## src/hdl/line_term_pkg.sv

```systemverilog
`default_nettype none
package line_term_pkg;

  // ************************************************************
  // Line timing
  // ************************************************************
  localparam int FRAME_BITS = 48;
  localparam int CLK_PERIOD_PS = 5000;
  localparam int BIT_PERIOD_PS = 5208333;
  localparam int BIT_DIV = BIT_PERIOD_PS / CLK_PERIOD_PS;
  localparam logic [7:0] FLAG_OCTET = 8'h7E;
  localparam logic [2:0] STUFF_AFTER_ONES = 3'h5;

  // ************************************************************
  // Bit positions, counted from zero (first bit of a frame is 0)
  // ************************************************************
  localparam logic [5:0] TX_FRAME = 6'h00;
  localparam logic [5:0] TX_BAL_HEAD = 6'h01;
  localparam logic [5:0] TX_B1_0 = 6'h02;
  localparam logic [5:0] TX_ECHO_0 = 6'h0A;
  localparam logic [5:0] TX_SIG_0 = 6'h0B;
  localparam logic [5:0] TX_ACT = 6'h0C;
  localparam logic [5:0] TX_AUXF = 6'h0D;
  localparam logic [5:0] TX_AUXN = 6'h0E;
  localparam logic [5:0] TX_B2_0 = 6'h0F;
  localparam logic [5:0] TX_ECHO_1 = 6'h17;
  localparam logic [5:0] TX_SIG_1 = 6'h18;
  localparam logic [5:0] TX_MULTI = 6'h19;
  localparam logic [5:0] TX_B1_1 = 6'h1A;
  localparam logic [5:0] TX_ECHO_2 = 6'h22;
  localparam logic [5:0] TX_SIG_2 = 6'h23;
  localparam logic [5:0] TX_SPARE = 6'h24;
  localparam logic [5:0] TX_B2_1 = 6'h25;
  localparam logic [5:0] TX_ECHO_3 = 6'h2D;
  localparam logic [5:0] TX_SIG_3 = 6'h2E;
  localparam logic [5:0] TX_BAL_TAIL = 6'h2F;
  localparam logic [5:0] LAST_BIT = 6'h2F;

  localparam logic [5:0] RX_B1_0 = 6'h02;
  localparam logic [5:0] RX_SIG_0 = 6'h0B;
  localparam logic [5:0] RX_AUXF = 6'h0D;
  localparam logic [5:0] RX_B2_0 = 6'h0F;
  localparam logic [5:0] RX_SIG_1 = 6'h18;
  localparam logic [5:0] RX_B1_1 = 6'h1A;
  localparam logic [5:0] RX_SIG_2 = 6'h23;
  localparam logic [5:0] RX_B2_1 = 6'h25;
  localparam logic [5:0] RX_SIG_3 = 6'h2E;
  localparam logic [5:0] OCTET_SPAN = 6'h07;

  // ************************************************************
  // Types
  // ************************************************************
  typedef enum logic [3:0] {
    SL_FRAME, SL_BAL, SL_B1A, SL_B2A, SL_B1B, SL_B2B, SL_ECHO, SL_SIG,
    SL_ACT, SL_AUXF, SL_AUXN, SL_MULTI, SL_SPARE
  } slot_e;

  typedef enum logic [1:0] {H_IDLE, H_OPEN, H_DATA, H_CLOSE} hdlc_e;

  typedef struct packed {
    logic [7:0] firstBearer0;
    logic [7:0] secondBearer0;
    logic [7:0] firstBearer1;
    logic [7:0] secondBearer1;
    logic actBit;
    logic auxBit;
    logic multiBit;
    logic spareBit;
  } tx_frame_s;

  typedef struct packed {
    logic pos;
    logic neg;
  } line_s;

  typedef struct packed {
    logic [1:0] chan;
    logic [7:0] data;
  } rx_octet_s;

endpackage : line_term_pkg
`default_nettype wire

```

## src/hdl/line_coder.sv

```systemverilog
`timescale 1ns/1ps
`default_nettype none
module line_coder (
  input wire logic clock,
  input wire logic rst,
  input wire logic bitTick,
  input wire logic bitVal,
  input wire logic isFraming,
  input wire logic isHeadBal,
  output line_term_pkg::line_s lineOut
);
  import line_term_pkg::*;

  logic lastPol_q;
  logic afterBal_q;
  line_s lineOut_q;

  // ************************************************************
  // Polarity choice
  // ************************************************************
  // Framing zero repeats the last polarity on purpose: that violation is what receivers lock onto
  wire keepPol = isFraming || afterBal_q;
  wire pol = keepPol ? lastPol_q : ~lastPol_q;

  always_ff @(posedge clock or posedge rst) begin
    if (rst) begin
      lastPol_q <= 1'b0;
      afterBal_q <= 1'b0;
      lineOut_q <= '0;
    end else if (bitTick) begin
      lineOut_q.pos <= ~bitVal & pol;
      lineOut_q.neg <= ~bitVal & ~pol;
      if (!bitVal) begin
        lastPol_q <= pol;
      end
      if (isHeadBal) begin
        afterBal_q <= 1'b1;
      end else if (!bitVal) begin
        afterBal_q <= 1'b0;
      end
    end
  end

  assign lineOut = lineOut_q;

endmodule : line_coder
`default_nettype wire

```

## src/hdl/line_terminator_framer.sv

```systemverilog
`timescale 1ns/1ps
`default_nettype none
// Notes on behaviour
// - Decode user frame groups in bits 1-24
// - Decode user frame groups in bits 25-48
// - Send framing, first octet, echo, signalling, aux
// - Send second octet, echo, multiframe, spare
// - Send last octet, echo, signalling, frame balance
// - One is silence, zeros alternate polarity
// - First zero after head balance repeats polarity
// - Balance bit zero when zero count odd
// - All timing from the single local clock
// - Idle signalling as ones or shared flags
// - Flag-delimited frames with zero insertion
// - Reflect received signalling bit in next echo
// - Loopback forces every echo bit zero
module line_terminator_framer #(
  parameter int BitDiv = line_term_pkg::BIT_DIV
) (
  input wire logic clock,
  input wire logic rst,
  input wire line_term_pkg::tx_frame_s txFrame,
  output logic frameLoad,
  input wire logic fillFlags,
  input wire logic echoForceZero,
  input wire logic sigValid,
  input wire logic sigBit,
  input wire logic sigLast,
  output logic sigTake,
  output line_term_pkg::line_s lineOut,
  input wire line_term_pkg::line_s lineIn,
  output logic rxLock,
  output logic rxSigValid,
  output logic rxSigBit,
  output logic rxOctetValid,
  output line_term_pkg::rx_octet_s rxOctet
);
  import line_term_pkg::*;

  localparam int DivW = $clog2(BitDiv);

  // ************************************************************
  // Slot decoding
  // ************************************************************
  function automatic logic in_octet(input logic [5:0] idx, input logic [5:0] start);
    return (idx >= start) && (idx <= start + OCTET_SPAN);
  endfunction : in_octet

  function automatic slot_e tx_kind(input logic [5:0] idx);
    slot_e k;
    k = SL_BAL;
    if (in_octet(idx, TX_B1_0)) k = SL_B1A;
    else if (in_octet(idx, TX_B2_0)) k = SL_B2A;
    else if (in_octet(idx, TX_B1_1)) k = SL_B1B;
    else if (in_octet(idx, TX_B2_1)) k = SL_B2B;
    else if (idx == TX_FRAME) k = SL_FRAME;
    else if (idx == TX_ECHO_0 || idx == TX_ECHO_1 || idx == TX_ECHO_2 || idx == TX_ECHO_3) k = SL_ECHO;
    else if (idx == TX_SIG_0 || idx == TX_SIG_1 || idx == TX_SIG_2 || idx == TX_SIG_3) k = SL_SIG;
    else if (idx == TX_ACT) k = SL_ACT;
    else if (idx == TX_AUXF) k = SL_AUXF;
    else if (idx == TX_AUXN) k = SL_AUXN;
    else if (idx == TX_MULTI) k = SL_MULTI;
    else if (idx == TX_SPARE) k = SL_SPARE;
    return k;
  endfunction : tx_kind

  function automatic slot_e rx_kind(input logic [5:0] idx);
    slot_e k;
    k = SL_BAL;
    if (in_octet(idx, RX_B1_0)) k = SL_B1A;
    else if (in_octet(idx, RX_B2_0)) k = SL_B2A;
    else if (in_octet(idx, RX_B1_1)) k = SL_B1B;
    else if (in_octet(idx, RX_B2_1)) k = SL_B2B;
    else if (idx == RX_SIG_0 || idx == RX_SIG_1 || idx == RX_SIG_2 || idx == RX_SIG_3) k = SL_SIG;
    else if (idx == RX_AUXF) k = SL_AUXF;
    else if (idx == TX_FRAME) k = SL_FRAME;
    return k;
  endfunction : rx_kind

  function automatic logic pick(input logic [7:0] oct, input logic [5:0] idx, input logic [5:0] start);
    logic [5:0] off;
    off = idx - start;
    return oct[3'h7 - off[2:0]];
  endfunction : pick

  function automatic logic tx_bit(input slot_e k, input tx_frame_s f, input logic [5:0] idx,
                                  input logic sig, input logic echo, input logic bal);
    logic b;
    case (k)
      SL_FRAME: b = 1'b0;
      SL_BAL: b = bal;
      SL_B1A: b = pick(f.firstBearer0, idx, TX_B1_0);
      SL_B2A: b = pick(f.secondBearer0, idx, TX_B2_0);
      SL_B1B: b = pick(f.firstBearer1, idx, TX_B1_1);
      SL_B2B: b = pick(f.secondBearer1, idx, TX_B2_1);
      SL_ECHO: b = echo;
      SL_SIG: b = sig;
      SL_ACT: b = f.actBit;
      SL_AUXF: b = f.auxBit;
      SL_AUXN: b = ~f.auxBit;
      SL_MULTI: b = f.multiBit;
      SL_SPARE: b = f.spareBit;
      default: b = 1'b1;
    endcase
    return b;
  endfunction : tx_bit

  // ************************************************************
  // Bit divider and transmit position
  // ************************************************************
  logic [DivW-1:0] divCnt_q;
  logic [5:0] txIdx_q;
  tx_frame_s curFrame_q;
  logic frameLoad_q;
  logic parity_q;
  logic echo_q;

  wire bitTick = divCnt_q == DivW'(BitDiv - 1);
  wire frameHead = txIdx_q == TX_FRAME;

  always_ff @(posedge clock or posedge rst) begin
    if (rst) begin
      divCnt_q <= '0;
      txIdx_q <= TX_FRAME;
      curFrame_q <= '0;
      frameLoad_q <= 1'b0;
    end else begin
      divCnt_q <= bitTick ? '0 : divCnt_q + 1'b1;
      frameLoad_q <= bitTick && frameHead;
      if (bitTick) begin
        txIdx_q <= (txIdx_q == LAST_BIT) ? TX_FRAME : txIdx_q + 6'h01;
        if (frameHead) curFrame_q <= txFrame;
      end
    end
  end

  // ************************************************************
  // Transmit bit selection
  // ************************************************************
  slot_e txKind;
  logic sigOut;
  assign txKind = tx_kind(txIdx_q);
  wire echoOut = echoForceZero ? 1'b0 : echo_q;
  wire balOut = ~parity_q;
  wire txBit = tx_bit(txKind, curFrame_q, txIdx_q, sigOut, echoOut, balOut);
  wire sigSlotTick = bitTick && txKind == SL_SIG;

  // Parity of zeros since the previous balance bit
  always_ff @(posedge clock or posedge rst) begin
    if (rst) begin
      parity_q <= 1'b0;
    end else if (bitTick) begin
      if (txKind == SL_BAL) parity_q <= 1'b0;
      else if (!txBit) parity_q <= ~parity_q;
    end
  end

  line_coder coder (
    .clock(clock),
    .rst(rst),
    .bitTick(bitTick),
    .bitVal(txBit),
    .isFraming(txKind == SL_FRAME),
    .isHeadBal(txIdx_q == TX_BAL_HEAD),
    .lineOut(lineOut)
  );

  // ************************************************************
  // Signalling channel framing
  // ************************************************************
  hdlc_e hdlc_q, hdlc_d;
  logic [2:0] flagCnt_q, flagCnt_d;
  logic [2:0] ones_q, ones_d;
  logic take_d;
  logic sigTake_q;
  wire flagBit = FLAG_OCTET[3'h7 - flagCnt_q];
  wire stuffDue = ones_q == STUFF_AFTER_ONES && flagCnt_q == 3'h0;
  wire flagEnd = flagCnt_q == 3'h7;

  always_comb begin
    hdlc_d = hdlc_q;
    flagCnt_d = flagCnt_q;
    ones_d = ones_q;
    take_d = 1'b0;
    sigOut = 1'b1;
    case (hdlc_q)
      H_IDLE: begin
        sigOut = fillFlags ? flagBit : 1'b1;
        flagCnt_d = fillFlags ? flagCnt_q + 3'h1 : 3'h0;
        if (sigValid && !fillFlags) begin
          hdlc_d = H_OPEN;
        end else if (sigValid && flagEnd) begin
          // Idle flag just sent doubles as the opening flag
          hdlc_d = H_DATA;
          ones_d = 3'h0;
        end
      end
      H_OPEN: begin
        sigOut = flagBit;
        flagCnt_d = flagCnt_q + 3'h1;
        ones_d = 3'h0;
        if (flagEnd) hdlc_d = H_DATA;
      end
      H_DATA: begin
        if (stuffDue) begin
          sigOut = 1'b0;
          ones_d = 3'h0;
        end else if (sigValid) begin
          sigOut = sigBit;
          take_d = 1'b1;
          ones_d = sigBit ? ones_q + 3'h1 : 3'h0;
          if (sigLast) hdlc_d = H_CLOSE;
        end else begin
          // Underrun closes the frame early rather than sending garbage
          sigOut = flagBit;
          flagCnt_d = flagCnt_q + 3'h1;
          hdlc_d = H_CLOSE;
        end
      end
      H_CLOSE: begin
        if (stuffDue) begin
          sigOut = 1'b0;
          ones_d = 3'h0;
        end else begin
          sigOut = flagBit;
          flagCnt_d = flagCnt_q + 3'h1;
          ones_d = 3'h0;
          if (flagEnd) hdlc_d = sigValid ? H_DATA : H_IDLE;
        end
      end
      default: hdlc_d = H_IDLE;
    endcase
  end

  always_ff @(posedge clock or posedge rst) begin
    if (rst) begin
      hdlc_q <= H_IDLE;
      flagCnt_q <= 3'h0;
      ones_q <= 3'h0;
      sigTake_q <= 1'b0;
    end else begin
      sigTake_q <= sigSlotTick && take_d;
      if (sigSlotTick) begin
        hdlc_q <= hdlc_d;
        flagCnt_q <= flagCnt_d;
        ones_q <= ones_d;
      end
    end
  end

  // ************************************************************
  // Receive alignment and extraction
  // ************************************************************
  logic [5:0] rxIdx_q;
  logic rxLock_q, rxCand_q, rxSeen_q, rxLastPol_q;
  logic rxAfterBal_q;
  logic [7:0] rxShift_q;
  logic rxSigValid_q, rxSigBit_q, rxOctetValid_q;
  rx_octet_s rxOctet_q;
  slot_e rxKind;

  wire rxPulse = lineIn.pos | lineIn.neg;
  wire rxBit = ~rxPulse;
  wire violation = rxPulse && rxSeen_q && lineIn.pos == rxLastPol_q;
  wire rxHead = rxIdx_q == TX_FRAME;
  wire rxAligned = rxLock_q || rxCand_q;
  // The first zero after the head balance also repeats polarity; any other violation means we sit on the wrong bit
  wire misplaced = rxAligned && violation && !rxHead && !rxAfterBal_q;
  assign rxKind = rx_kind(rxIdx_q);
  wire rxOctetEnd = (rxKind == SL_B1A || rxKind == SL_B2A || rxKind == SL_B1B || rxKind == SL_B2B)
                    && rx_kind(rxIdx_q + 6'h01) == SL_BAL;
  wire [1:0] rxChan = (rxKind == SL_B1A) ? 2'h0 : (rxKind == SL_B2A) ? 2'h1 : (rxKind == SL_B1B) ? 2'h2 : 2'h3;

  always_ff @(posedge clock or posedge rst) begin
    if (rst) begin
      rxIdx_q <= TX_FRAME;
      rxLock_q <= 1'b0;
      rxCand_q <= 1'b0;
      rxSeen_q <= 1'b0;
      rxLastPol_q <= 1'b0;
      rxAfterBal_q <= 1'b0;
      rxShift_q <= 8'h00;
      rxSigValid_q <= 1'b0;
      rxSigBit_q <= 1'b1;
      rxOctetValid_q <= 1'b0;
      rxOctet_q <= '0;
      echo_q <= 1'b1;
    end else begin
      rxSigValid_q <= 1'b0;
      rxOctetValid_q <= 1'b0;
      if (bitTick) begin
        if (rxPulse) begin
          rxSeen_q <= 1'b1;
          rxLastPol_q <= lineIn.pos;
        end
        rxIdx_q <= (rxIdx_q == LAST_BIT) ? TX_FRAME : rxIdx_q + 6'h01;
        if (rxIdx_q == TX_BAL_HEAD) begin
          rxAfterBal_q <= 1'b1;
        end else if (rxPulse) begin
          rxAfterBal_q <= 1'b0;
        end
        if (rxAligned && rxHead) begin
          rxLock_q <= violation;
          rxCand_q <= 1'b0;
        end else if (violation && (!rxAligned || misplaced)) begin
          rxLock_q <= 1'b0;
          rxCand_q <= 1'b1;
          rxIdx_q <= TX_BAL_HEAD;
        end
        if (rxLock_q && rxKind == SL_SIG) begin
          echo_q <= rxBit;
          rxSigBit_q <= rxBit;
          rxSigValid_q <= 1'b1;
        end
        if (rxLock_q && rxKind >= SL_B1A && rxKind <= SL_B2B) begin
          rxShift_q <= {rxShift_q[6:0], rxBit};
          if (rxOctetEnd) begin
            rxOctet_q.data <= {rxShift_q[6:0], rxBit};
            rxOctet_q.chan <= rxChan;
            rxOctetValid_q <= 1'b1;
          end
        end
      end
    end
  end

  assign frameLoad = frameLoad_q;
  assign sigTake = sigTake_q;
  assign rxLock = rxLock_q;
  assign rxSigValid = rxSigValid_q;
  assign rxSigBit = rxSigBit_q;
  assign rxOctetValid = rxOctetValid_q;
  assign rxOctet = rxOctet_q;

endmodule : line_terminator_framer
`default_nettype wire

```

## config.mk

```make
export PLATFORM = sky130hd
export DESIGN_NAME = line_terminator_framer
export DESIGN_NICKNAME = d
export VERILOG_FILES = /design/src/hdl/line_term_pkg.sv /design/src/hdl/line_coder.sv /design/src/hdl/line_terminator_framer.sv
export SDC_FILE = /design/constraint.sdc
export NUM_CORES = 1
export LEC_CHECK = 0
export BUFFER_PORTS_ARGS = -buffer_cell sky130_fd_sc_hd__buf_2
export CAP_MARGIN = 5
export CORE_ASPECT_RATIO = 0.5
export CORE_MARGIN = 4
export CORE_UTILIZATION = 50
export DETAILED_ROUTE_END_ITERATION = 6
export PLACE_DENSITY_LB_ADDON = 0.12
export SLEW_MARGIN = 10
export SYNTH_ARGS = -nofsm -noshare
export SYNTH_HDL_FRONTEND = slang
export SYNTH_SLANG_ARGS = --single-unit
export TNS_END_PERCENT = 100
```

## constraint.sdc

```tcl
create_clock -name clock -period 7 [get_ports clock]
set_input_delay 0.35 -clock clock [delete_from_list [all_inputs] [get_ports clock]]
set_output_delay 0.35 -clock clock [all_outputs]
set_load 0.01 [all_outputs]
```

# --- Yosys cells after proc, flatten, opt, wreduce, memory -nomap -nowiden ---
# Memory sizes are Yosys's and may differ from the RTL's.
# Index checks and enable logic that the tools add are counted.
word_totals:
  rom_bits: 8
  n_memories: 1
  in_bits: 45
  ff_bits: 99
classes:
  add_sub_neg: 14
  muxes: 90
  reduce_logical: 73
  eq_ne: 64
  order_cmp: 31
  n_bitwise: 9
mem_list:
  columns: ["name", "depth", "word_bits", "rd", "rd_clocked_by_memory_dff", "write_ports", "line", "text"]
  rows:
  - ["(name not given)", 8, 1, 1, 0, 0, "line_terminator_framer.sv:176", "wire flagBit = FLAG_OCTET[3'h7 - flagCnt_q];"]
op_table:
  columns: ["cell", "count"]
  rows:
  - ["2-to-1 mux 4 bit", 24]
  - ["equality test 6 bit (second input constant)", 11]
  - ["equality test 6 x 4 -> 1 bit (second input constant)", 9]
  - ["less-or-equal comparator 6 bit (second input constant)", 6]
  - ["2-to-1 mux 1 bit", 32]
  - ["equality test 6 x 5 -> 1 bit (second input constant)", 5]
  - ["logical AND 1 bit", 29]
  - ["equality test 4 x 3 -> 1 bit (second input constant)", 7]
  - ["2-to-1 mux 3 bit", 9]
  - ["2-to-1 mux 6 bit", 4]
  - ["2-to-1 mux 2 bit", 11]
  - ["equality test 4 bit (second input constant)", 5]
  - ["less-than comparator 3 x 4 -> 1 bit (second input constant)", 5]
  - ["greater-or-equal comparator 6 x 2 -> 1 bit (second input constant)", 3]
  - ["greater-or-equal comparator 6 x 4 -> 1 bit (second input constant)", 3]
  - ["greater-or-equal comparator 6 x 5 -> 1 bit (second input constant)", 3]
  - ["greater-or-equal comparator 6 bit (second input constant)", 3]
  - ["less-or-equal comparator 6 x 4 -> 1 bit (second input constant)", 3]
  - ["less-or-equal comparator 6 x 5 -> 1 bit (second input constant)", 3]
  - ["zero test 6 bit", 3]
  - ["logical OR 1 bit", 18]
  - ["inequality test 2 bit (second input constant)", 9]
  - ["AND reduction 2 bit", 9]
  - ["equality test 4 x 2 -> 1 bit (second input constant)", 4]
  - ["35 further kinds", 63]

# --- Longest topological paths before layout ---
# Gate-level depths: netlist (run 1).
logic_depth:
  depth_word: 18
  depth_mapped: 14
  mapped_depth_nobuf: 10

# --- Hierarchy ---
# Synthesis (run 1) repeated with hierarchy kept, for this count alone.
unflattened:
  hier_cells: 558
  hier_area_um2: 5899.4
modules_own_cells:
  columns: ["mod", "cells_per_inst", "area_per_inst_um2", "instances"]
  rows:
  - ["line_terminator_framer", 542, 5714.2, 1]
  - ["line_coder", 16, 185.2, 1]

# --- Worst setup path after synthesis (run 1) ---
# No wires, ideal clock.
synth_path:
  kind: "register to register"
  from: "reg txIdx_q[0]"
  to: "reg coder.lastPol_q"
  setup_ps: 125
  synth_period_minus_slack_ps: 3534
  path_buffers: 4
  path_slack_ps: 3466
  path_stages_with_launch: 15
  t_arrival_ps: 3409
  cell_sequence: "dfrtp_1 -> clkbuf_1 -> inv_1 -> ha_1 -> clkbuf_4 -> mux2i_1 -> a221o_1 -> o31a_1 -> o311ai_2 -> buf_4 -> o311a_1 -> a22oi_1 -> or4_4 -> buf_6 -> mux2_4"
synth_via:
  elab_chain_cells: 17
  word_cells_on_any_way: 78
synth_lines:
  columns: ["item", "line", "text"]
  rows:
  - ["start, declared", "line_terminator_framer.sv:112", "logic [5:0] txIdx_q;"]
  - ["start signal, assigned", "line_terminator_framer.sv:131", "txIdx_q <= (txIdx_q == LAST_BIT) ? TX_FRAME : txIdx_q + 6'h01;"]
  - ["equality test 6 bit", "line_terminator_framer.sv:63", "else if (idx == TX_SPARE) k = SL_SPARE;"]
  - ["2-to-1 mux 4 bit", "line_terminator_framer.sv:63", null]
  - ["2-to-1 mux 4 bit", "line_terminator_framer.sv:62", "else if (idx == TX_MULTI) k = SL_MULTI;"]
  - ["2-to-1 mux 4 bit", "line_terminator_framer.sv:61", "else if (idx == TX_AUXN) k = SL_AUXN;"]
  - ["2-to-1 mux 4 bit", "line_terminator_framer.sv:60", "else if (idx == TX_AUXF) k = SL_AUXF;"]
  - ["2-to-1 mux 4 bit", "line_terminator_framer.sv:59", "else if (idx == TX_ACT) k = SL_ACT;"]
  - ["2-to-1 mux 4 bit", "line_terminator_framer.sv:58", "else if (idx == TX_SIG_0 || idx == TX_SIG_1 || idx == TX_SIG_2 || idx == TX_SIG_3) k = SL_SIG;"]
  - ["2-to-1 mux 4 bit", "line_terminator_framer.sv:57", "else if (idx == TX_ECHO_0 || idx == TX_ECHO_1 || idx == TX_ECHO_2 || idx == TX_ECHO_3) k = SL_ECHO;"]
  - ["2-to-1 mux 4 bit", "line_terminator_framer.sv:56", "else if (idx == TX_FRAME) k = SL_FRAME;"]
  - ["2-to-1 mux 4 bit", "line_terminator_framer.sv:55", "else if (in_octet(idx, TX_B2_1)) k = SL_B2B;"]
  - ["2-to-1 mux 4 bit", "line_terminator_framer.sv:54", "else if (in_octet(idx, TX_B1_1)) k = SL_B1B;"]
  - ["2-to-1 mux 4 bit", "line_terminator_framer.sv:53", "else if (in_octet(idx, TX_B2_0)) k = SL_B2A;"]
  - ["2-to-1 mux 4 bit", "line_terminator_framer.sv:52", "if (in_octet(idx, TX_B1_0)) k = SL_B1A;"]
  - ["equality test 4 bit, or another cell as far along", "line_terminator_framer.sv:89", "case (k)"]
  - ["case mux 1 bit (13 select lines)", "line_terminator_framer.sv:89", null]
  - ["inverter 1 bit", null, null]
  - ["AND reduction 2 bit (no source line)", null, null]
  - ["end signal, assigned", "line_coder.sv:34", "lastPol_q <= pol;"]
  - ["end, declared", "line_coder.sv:14", "logic lastPol_q;"]
# Several ways; a longest one is shown, not always the timed one. The select of a mux whose other input is x is not followed.
# A chain may end at the register's enable or synchronous reset.

# --- Final worst setup path (run 1) ---
# Same ends and word-level chain as after synthesis.

==> results of run 1 <==
## flip-flops by register name, summed over array words and instances, names as in the netlist, 2 cells and up
name	count
divCnt_q	11
coder.lineOut	2
rxOctet	10
rxShift_q	7
rxIdx_q	6
ones_q	3
txIdx_q	6
flagCnt_q	3
curFrame_q	36
hdlc_q	2
## through the flow
stage / utilization (%) / setup WS, ns
2_1_floorplan: - / 3.466
3_3_place_gp: 55.31 / 3.059
3_5_place_dp: 55.31 / 2.953
4_1_cts: 58.24 / 2.948
5_1_grt: 58.24 / 2.709
6_report: 58.24 / 2.902
## per-layer routing
layer | wire length [um] | vias to the layer above | global-route usage, % | part of all wire, %
li1 | - | 2124 | - | -
met1 | 6032 | 2153 | 26.54 | 48
met2 | 5892 | 98 | 31.02 | 47
met3 | 607 | 15 | 5.081 | 4.8
met4 | 133 | 0 | 4.059 | 1.1
met5 | 0 | - | 0 | 0
## cells by family (layout without fill, tap and decap cells)
kind of cell             after synthesis  after routing  share of synthesized area [%]
AND/OR/NAND/NOR                      178            178                          16.36
AO/OA/AOI/OAI                        112            112                          13.24
flip-flops                            99             99                          42.87
multiplexers                          69             69                          15.02
buffers and inverters                 54            108                          4.350
adder cells (fa/ha/maj)               23             23                          4.977
XOR/XNOR                              21             21                          3.181
## critical path: cells and delay by family (launching register included)
| family | cells | cell delay [ns] |
|---|---|---|
| flip-flops | 1 | 0.65 |
| adder cells (fa/ha/maj) | 1 | 0.39 |
| AND/OR/NAND/NOR | 1 | 0.58 |
| multiplexers | 2 | 0.44 |
| buffers and inverters | 1 | 0.28 |
| AO/OA/AOI/OAI | 5 | 1.63 |
## Yosys cell counts, types with 10 or more instances
cell / n / area [sq um]
inv_1: 25 / 93.84
nand2b_1: 13 / 81.33
nand4_1: 10 / 62.56
mux2_2: 55 / 619.3
nand2_1: 42 / 157.7
ha_1: 23 / 287.8
o21ai_0: 31 / 155.2
dfrtp_1: 98 / 2452
nor3_1: 12 / 60.06
clkbuf_1: 15 / 56.30
xnor2_1: 16 / 140.1
nor2_1: 34 / 127.6
nand3_1: 24 / 120.1
a21oi_1: 23 / 115.1
## layout make-up
cell class,instances,area (sq um)
fillers,1003,4656
multi-input cells,403,3069
flip-flops and latches,99,2479
repair buffers,67,350.3
clock buffers,9,225.2
well taps,145,181.4
inverters,25,96.34
clock inverters,7,91.34
## worst max path at each step
stage / startpoint / endpoint / slack, ns / cells after the start
4_1_cts: txIdx_q[0] / coder.lastPol_q / 2.95 / 10
3_3_place_gp: txIdx_q[0] / coder.lastPol_q / 3.06 / 10
5_1_grt: txIdx_q[0] / coder.lastPol_q / 2.71 / 10
3_5_place_dp: txIdx_q[0] / coder.lastPol_q / 2.95 / 10
6_report: txIdx_q[0] / coder.lastPol_q / 2.90 / 10
2_1_floorplan: txIdx_q[0] / coder.lastPol_q / 3.47 / 14
## repair_timing
item,in CTS,in global routing
buffers inserted,0,0
resized for setup,0,0
hold buffers,1,0
endpoints found under the hold margin,25,0
## where the power goes
| group | total, mW | internal [mW] | switching [mW] |
|---|---|---|---|
| Combinational | 0.0309 | 0.0121 | 0.0188 |
| Clock | 0.507 | 0.258 | 0.249 |
| Sequential | 0.573 | 0.572 | 0.000511 |
==> summary.txt, run 1 <==
Die width -> 160.1 um
Final slew viol count -> 0
Vias in the first global route -> 4327
DR vias/cell -> 5.815
HP Class -> input pin to flop
Sequential fraction of the synthesis area -> 42.87%
Final hold viol count -> 0
Largest net degree at the start of global routing -> 74
Port bufs -> 62
Hold endpoint -> curFrame_q[23]
Initial Util -> 51.86%
Reg2reg end -> coder.lastPol_q
Synth Flop Type -> dfrtp_1
DR WL/cell -> 16.78 um
Worst path max stage delay -> 0.66 ns
Std cell rows -> 27
Vias -> 4390
CTS Buf Count -> 9
Number of synthesized register bits -> 99
Placed instance area -> 6166 sq um
Core Area -> 11150 sq um
Worst skew pair latency -> 0.35 ns
Hold path start -> txFrame[23]
Ys async rst share -> 100.0%
H-tree levels -> 3
Fin nets -> 673
Fmax -> 244.0 MHz
Final instance area -> 6492 sq um
CP max FO -> 18
Buffer depth of the longest clock path -> 2
Worst EP required -> 7.23 ns
Critical Path Source Type -> flop
Status -> finished clean
Clock sinks -> 99
Crit end category -> flop
Rel. slew slack -> 38.87%
CP max stage cell -> o311ai_2
Worst hold margin -> 0.2292 ns
Mapped Nets -> 624
RSZ-0062 raised after global routing -> no
Total track usage -> 19.31%
Hold Crit Depth -> 2
Syn Inst Count -> 556
Number of synthesized flops with an enable pin -> 0
Crit path time final -> 4.098 ns
Antenna violations before repair -> 0
Yosys cell types -> 73
Synth-to-Final Area Change -> 12.29%
Pwr Density -> 171.1 nW/um^2
DR iter-0 viols -> 290
Synth Warn # -> 0
P_leak -> 3.040 nW
Commonest cells after routing, fill and taps aside -> dfrtp_1, buf_2, mux2_2
Post-Synthesis Cell Area -> 5782 sq um
IO Pins -> 63
Cell Count, Final, Fillers Out -> 755
Diodes inserted -> 0
First-pass GRT wire length -> 21390 um
MaxCap Viol Count -> 0
Final ANT Viol Nets -> 0
Kind of critical path -> flop to flop
RR Startpoint -> txIdx_q[0]
Die Ht -> 84.04 um
Crit-path cells -> inv_1 > ha_1 > mux2i_1 > a221o_1 > o31a_1 > o311ai_2 > o311a_1 > a22oi_1 > or4_4 > mux2_4
Share of cells above drive strength 1 -> 26.72%
Highest ir drop seen on vdd -> 122.1 uV
Commonest non-fill, non-tap cell in the layout -> dfrtp_1
TritonCTS clock tree -> built
Post-placement cell count -> 738
Drt pass-1 iters -> 5
Final wirelength -> 12670 um
Syn_area_per_cell -> 10.40 sq um
Crit path DAT -> 4.33 ns
Grt ovf -> 0
Reg2reg path depth -> 10
Total die area -> 13450 sq um
Tot Pwr -> 1.111 mW
DRC viols -> 0
Worst reg2reg setup slack -> 2.90 ns
# setup viols final -> 0
CTS clk-pin slew, worst paths -> 0.08 ns
Final period util -> 58.54%
CTS Root Cell -> clkbuf_16
Post-route setup TNS -> 0 ns
Hpwl dp -> 9014 um
Gpl congestion -> 0.8741
Worst slew pin tran -> 0.9169 ns
Layout Skew -> 0.01164 ns
(Power assumes the default switching activity.)
==> run 2, diff against run 1 <==
clock period = 4.2 ns   (was 7 ns; I/O delays follow)
==> run 2 against run 1 <==
Compared with the run above: wire length rose by 0.14%; sequential power rose by 67%; critical path depth did not move.
==> summary.txt, run 2 (synthesized netlist as in run 1, its figures left out) <==
Vias -> 4447 (was 4390)
TritonCTS clock tree -> built (unchanged)
Fin nets -> 678 (was 673)
Vias in the first global route -> 4348 (was 4327)
HP Class -> input pin to asynchronous set/reset pin (was input pin to flop)
Hold Buf Count CTS -> 0 (was 1)
Drt pass-1 iters -> 5 (unchanged)
Worst slew pin tran -> 0.8277 ns (was 0.9169 ns)
Antenna violations before repair -> 0 (unchanged)
Seq pwr share -> 51.3% (was 51.6%)
Grt ovf -> 0 (unchanged)
Cell Count, Final, Fillers Out -> 760 (was 755)
Diodes inserted -> 0 (unchanged)
Largest net degree at the start of global routing -> 69 (was 74)
DR WL/cell -> 16.69 um (was 16.78 um)
Max reg flops -> 36 (unchanged)
Filler cells -> 957 (was 1003)
CTS Buf Count -> 9 (unchanged)
Commonest non-fill, non-tap cell in the layout -> dfrtp_1 (unchanged)
Buffer depth of the longest clock path -> 2 (unchanged)
Gpl congestion -> 0.9129 (was 0.8741)
Switching share of power -> 24.61% (was 24.14%)
Die width -> 160.1 um (unchanged)
DRC viols -> 0 (unchanged)
DR vias/cell -> 5.851 (was 5.815)
Critical Path Source Type -> flop (unchanged)
Layout Skew -> 0.01051 ns (was 0.01164 ns)
Final ANT Viol Nets -> 0 (unchanged)
Synth-to-Final Area Change -> 12.81% (was 12.29%)
Worst EP required -> 4.44 ns (was 7.23 ns)
IO Pins -> 63 (unchanged)
Setup bufs post-CTS -> 0 (unchanged)
CTS Root Cell -> clkbuf_16 (unchanged)
CTS clk-pin slew, worst paths -> 0.08 ns (about the same)
Fmax -> 267.4 MHz (was 244.0 MHz)
Final slew viol count -> 0 (unchanged)
Clock sinks -> 99 (unchanged)
Clock power frac -> 46.0% (was 45.7%)
Final period util -> 89.04% (was 58.54%)
Status -> finished clean (unchanged)
Port bufs -> 62 (unchanged)
Post-route setup TNS -> 0 ns (unchanged)
Total die area -> 13450 sq um (unchanged)
Post_cts resized -> 0 (unchanged)
P_leak -> 3.067 nW (was 3.040 nW)
Final core occ -> 58.51% (was 58.24%)
Hpwl dp -> 9054 um (was 9014 um)
Commonest cells after routing, fill and taps aside -> dfrtp_1, buf_2, mux2_2 (unchanged)
Net Sw Power -> 0.4580 mW (was 0.2682 mW)
Die Ht -> 84.04 um (unchanged)
Storage cell area -> 2479 sq um (unchanged)
DR iter-0 viols -> 325 (was 290)
Total track usage -> 19.53% (was 19.31%)
Core Area -> 11150 sq um (unchanged)
RSZ-0062 raised after global routing -> no (unchanged)
Initial Util -> 51.86% (unchanged)
Worst skew pair latency -> 0.36 ns (was 0.35 ns)
Post-placement cell count -> 744 (was 738)
Internal cell power -> 1.403 mW (was 0.8427 mW)
Logic gate share of total power -> 2.7% (was 2.8%)
Crit path DAT -> 3.98 ns (was 4.33 ns)
Kind of critical path -> flop to flop (unchanged)
Share of cells above drive strength 1 -> 27.48% (was 26.72%)
Std cell rows -> 27 (unchanged)
Crit path time final -> 3.740 ns (was 4.098 ns)
Reg with most FFs -> curFrame_q (unchanged)
Crit end category -> flop (unchanged)
CP max FO -> 11 (was 18)
Final wirelength -> 12680 um (was 12670 um)
H-tree levels -> 3 (unchanged)
# setup viols final -> 0 (unchanged)
Rel. slew slack -> 44.82% (was 38.87%)
Pwr Density -> 285.3 nW/um^2 (was 171.1 nW/um^2)
Final hold viol count -> 0 (unchanged)
Highest ir drop seen on vdd -> 168.4 uV (was 122.1 uV)
First-pass GRT wire length -> 21500 um (was 21390 um)
Area of the multi-input gates -> 3069 sq um (unchanged)
MaxCap Viol Count -> 0 (unchanged)
[run 2: per-stage QoR]
stage	hold slack, ns	setup slack (ns)	area [sq um]	total power, mW
after floorplan	0.3268	0.6661	5782	0.9950
after global placement	0.4288	0.6581	6211	1.026
after detailed placement	0.4327	0.5538	6211	1.027
after CTS	0.05465	0.5256	6523	1.881
after global routing	0.07083	0.2869	6523	1.933
final	0.02495	0.4602	6523	1.861
[run 2: critical path, stage by stage (launching register included)]
cell and delay, ns:
dfrtp_1 0.38, inv_1 0.16, ha_1 0.41, mux2i_1 0.14, a221o_1 0.36, o31a_1 0.25
o311ai_2 0.67, o311a_1 0.28, a22oi_1 0.07, or4_4 0.57, mux2_4 0.32
[run 2: area by class of cell]
| type | count | share of cell area [%] |
|---|---|---|
| clock inverters | 7 | 1.324 |
| clock buffers | 9 | 3.453 |
| repair buffers | 72 | 5.908 |
| flip-flops and latches | 99 | 38.00 |
| inverters | 25 | 1.477 |
| well taps | 145 | 2.782 |
| multi-input cells | 403 | 47.06 |
[run 2: power groups by stage]
stage	clock network, mW	logic (mW)	registers, mW
finish	0.856	0.0508	0.955
floorplan	0	0.0212	0.974
global route	0.919	0.0594	0.955
global placement	0	0.0528	0.974
detailed placement	0	0.0532	0.974
CTS	0.873	0.0532	0.955
[run 2: worst paths after layout]
kind	depth (start not counted)	from	slack (ns)	endpoint
min reg2reg	1	rxSeen_q	0.48	rxSeen_q
max	10	txIdx_q[1]	0.46	coder.lastPol_q
max reg2reg	10	txIdx_q[1]	0.46	coder.lastPol_q
max in group asynchronous	3	rst	3.23	curFrame_q[17]
min in group clock	3	txFrame[2]	0.06	curFrame_q[2]
min	2	rst	0.02	rxOctet[6]
[run 2: layer usage]
| layer | global-route usage, % | vias to the layer above | wire length, um |
|---|---|---|---|
| li1 | - | 2143 | - |
| met1 | 28.06 | 2165 | 6192 |
| met2 | 29.98 | 122 | 5726 |
| met3 | 4.440 | 17 | 601 |
| met4 | 4.996 | 0 | 163 |
| met5 | 0 | - | 0 |
==> run 3, diff against run 2 <==
CORE_UTILIZATION = 59   (was 50)
==> run 3 against run 2 <==
Compared with the run above: clock skew grew 0.00082 ns; combinational power about the same; count of clock-buffer cells in the layout unchanged; sequential share of layout area up 0.073 points; die area fell by 14%; sequential power hardly changed; total power up 0.27%; cell area shrank 0.19%; fmax increased by 0.19%; wire length decreased by 0.65%; register-to-register slack hardly changed; largest power group unchanged.
==> summary.txt, run 3 (synthesized netlist as in run 1, its figures left out) <==
Post_cts resized -> 0 (unchanged)
Initial Util -> 60.80% (was 51.86%)
Final slew viol count -> 0 (unchanged)
Drt pass-1 iters -> 5 (unchanged)
Commonest cells after routing, fill and taps aside -> dfrtp_1, buf_2, mux2_2 (unchanged)
Buffer depth of the longest clock path -> 2 (unchanged)
Kind of critical path -> flop to flop (unchanged)
Final wirelength -> 12600 um (was 12680 um)
Final period util -> 88.87% (was 89.04%)
Net Sw Power -> 0.4570 mW (was 0.4580 mW)
IO Pins -> 63 (unchanged)
Synth-to-Final Area Change -> 12.59% (was 12.81%)
# setup viols final -> 0 (unchanged)
Hpwl dp -> 8945 um (was 9054 um)
Port bufs -> 62 (unchanged)
Share of cells above drive strength 1 -> 27.12% (was 27.48%)
P_leak -> 3.059 nW (was 3.067 nW)
Total track usage -> 22.85% (was 19.53%)
Rel. slew slack -> 43.04% (was 44.82%)
Internal cell power -> 1.409 mW (was 1.403 mW)
Worst skew pair latency -> 0.35 ns (was 0.36 ns)
Final core occ -> 68.46% (was 58.51%)
Std cell rows -> 25 (was 27)
Highest ir drop seen on vdd -> 223.5 uV (was 168.4 uV)
Clock sinks -> 99 (unchanged)
Filler cells -> 758 (was 957)
Hold Buf Count CTS -> 0 (unchanged)
Total die area -> 11540 sq um (was 13450 sq um)
Setup bufs post-CTS -> 0 (unchanged)
Crit path time final -> 3.733 ns (was 3.740 ns)
DR vias/cell -> 6.028 (was 5.851)
Critical Path Source Type -> flop (unchanged)
CTS clk-pin slew, worst paths -> 0.08 ns (about the same)
DR iter-0 viols -> 330 (was 325)
Worst reg2reg setup slack -> 0.47 ns (was 0.46 ns)
RSZ-0062 raised after global routing -> no (unchanged)
HP Class -> input pin to asynchronous set/reset pin (unchanged)
CTS Root Cell -> clkbuf_16 (unchanged)
DRC viols -> 0 (unchanged)
Vias in the first global route -> 4289 (was 4348)
Die Ht -> 78 um (was 84.04 um)
Antenna violations before repair -> 0 (unchanged)
Reg2reg path depth -> 10 (unchanged)
DR WL/cell -> 16.87 um (was 16.69 um)
Worst slew pin tran -> 0.8481 ns (was 0.8277 ns)
Fin nets -> 675 (was 678)
Layout Skew -> 0.01134 ns (was 0.01051 ns)
Switching share of power -> 24.49% (was 24.61%)
Max reg flops -> 36 (unchanged)
Worst path max stage delay -> 0.67 ns (about the same)
Commonest non-fill, non-tap cell in the layout -> dfrtp_1 (unchanged)
Worst EP required -> 4.44 ns (about the same)
Final hold viol count -> 0 (unchanged)
Tot Pwr -> 1.866 mW (was 1.861 mW)
Die width -> 148.0 um (was 160.1 um)
Gpl congestion -> 0.9494 (was 0.9129)
Clock power frac -> 46.1% (was 46.0%)
TritonCTS clock tree -> built (unchanged)
Crit-path cells -> inv_1 > ha_1 > mux2i_1 > a221o_1 > o31a_1 > o311ai_2 > o311a_1 > a22oi_1 > or4_4 > mux2_4 (unchanged)
Logic gate share of total power -> 2.7% (about the same)
Fmax -> 267.9 MHz (was 267.4 MHz)
Grt ovf -> 0 (unchanged)
Status -> finished clean (unchanged)
Pwr Density -> 286.7 nW/um^2 (was 285.3 nW/um^2)
Diodes inserted -> 0 (unchanged)
CTS Buf Count -> 9 (unchanged)
Post-route setup TNS -> 0 ns (unchanged)
CP max stage cell -> o311ai_2 (unchanged)
Crit end category -> flop (unchanged)
Core Area -> 9509 sq um (was 11150 sq um)
First-pass GRT wire length -> 21470 um (was 21500 um)
Final ANT Viol Nets -> 0 (unchanged)
Seq pwr share -> 51.2% (was 51.3%)
Reg with most FFs -> curFrame_q (unchanged)
H-tree levels -> 3 (unchanged)
MaxCap Viol Count -> 0 (unchanged)
Vias -> 4503 (was 4447)
Largest net degree at the start of global routing -> 69 (unchanged)
Crit path DAT -> 3.97 ns (was 3.98 ns)
CP max FO -> 11 (unchanged)
-- run 3: worst paths after layout --
| check | from | endpoint |
|---|---|---|
| max | txIdx_q[1] | coder.lastPol_q |
| max in group asynchronous | rst | curFrame_q[3] |
| min | rst | curFrame_q[16] |
| min in group clock | txFrame[2] | curFrame_q[2] |
| max reg2reg | txIdx_q[1] | coder.lastPol_q |
| min reg2reg | coder.lineOut[0] | coder.lineOut[0] |
-- run 3: power by group through the flow --
stage / Combinational, mW / Clock [mW] / Sequential, mW
CTS: 0.0525 / 0.883 / 0.955
floorplan: 0.0212 / 0 / 0.974
global placement: 0.0518 / 0 / 0.974
detailed placement: 0.0524 / 0 / 0.974
global route: 0.0589 / 0.924 / 0.955
finish: 0.0506 / 0.861 / 0.955
-- run 3: final cells by class --
cell class | instances | area, sq um | share of cell area [%]
Inverter | 25 | 96.34 | 1.480
Clock buffer | 9 | 225.2 | 3.460
Clock inverter | 7 | 96.34 | 1.480
Multi-Input combinational cell | 403 | 3069 | 47.15
Timing Repair Buffer | 69 | 375.4 | 5.766
Tap cell | 135 | 168.9 | 2.595
Sequential cell | 99 | 2479 | 38.07
-- run 3: worst max-delay path, delay by kind of cell (launching register included) --
kind                       cells  cell delay (ns)
AOI/OAI and AO/OA              5             1.65
and+or+nand+nor                1             0.57
muxes                          2             0.44
adders and majority gates      1             0.42
DFF                            1             0.39
buffers and inverters          1             0.16
-- run 3: per-stage QoR --
step	cells	hold WS, ns	instance area (sq um)	worst slack [ns]
2_1_floorplan	556	0.3268	5782	0.6661
3_3_place_gp	731	0.4322	6188	0.6490
5_1_grt	747	0.07074	6510	0.2758
4_1_cts	747	0.05645	6510	0.5088
6_report	747	0.01213	6510	0.4674
3_5_place_dp	731	0.4423	6188	0.5629
-- run 3: per-layer routing --
layer | vias up | GRT usage [%] | part of all wire, %
li1 | 2139 | - | -
met3 | 20 | 5.309 | 6.8
met4 | 0 | 5.806 | 1.3
met2 | 179 | 35.79 | 46
met1 | 2165 | 32.40 | 46
met5 | - | 0 | 0
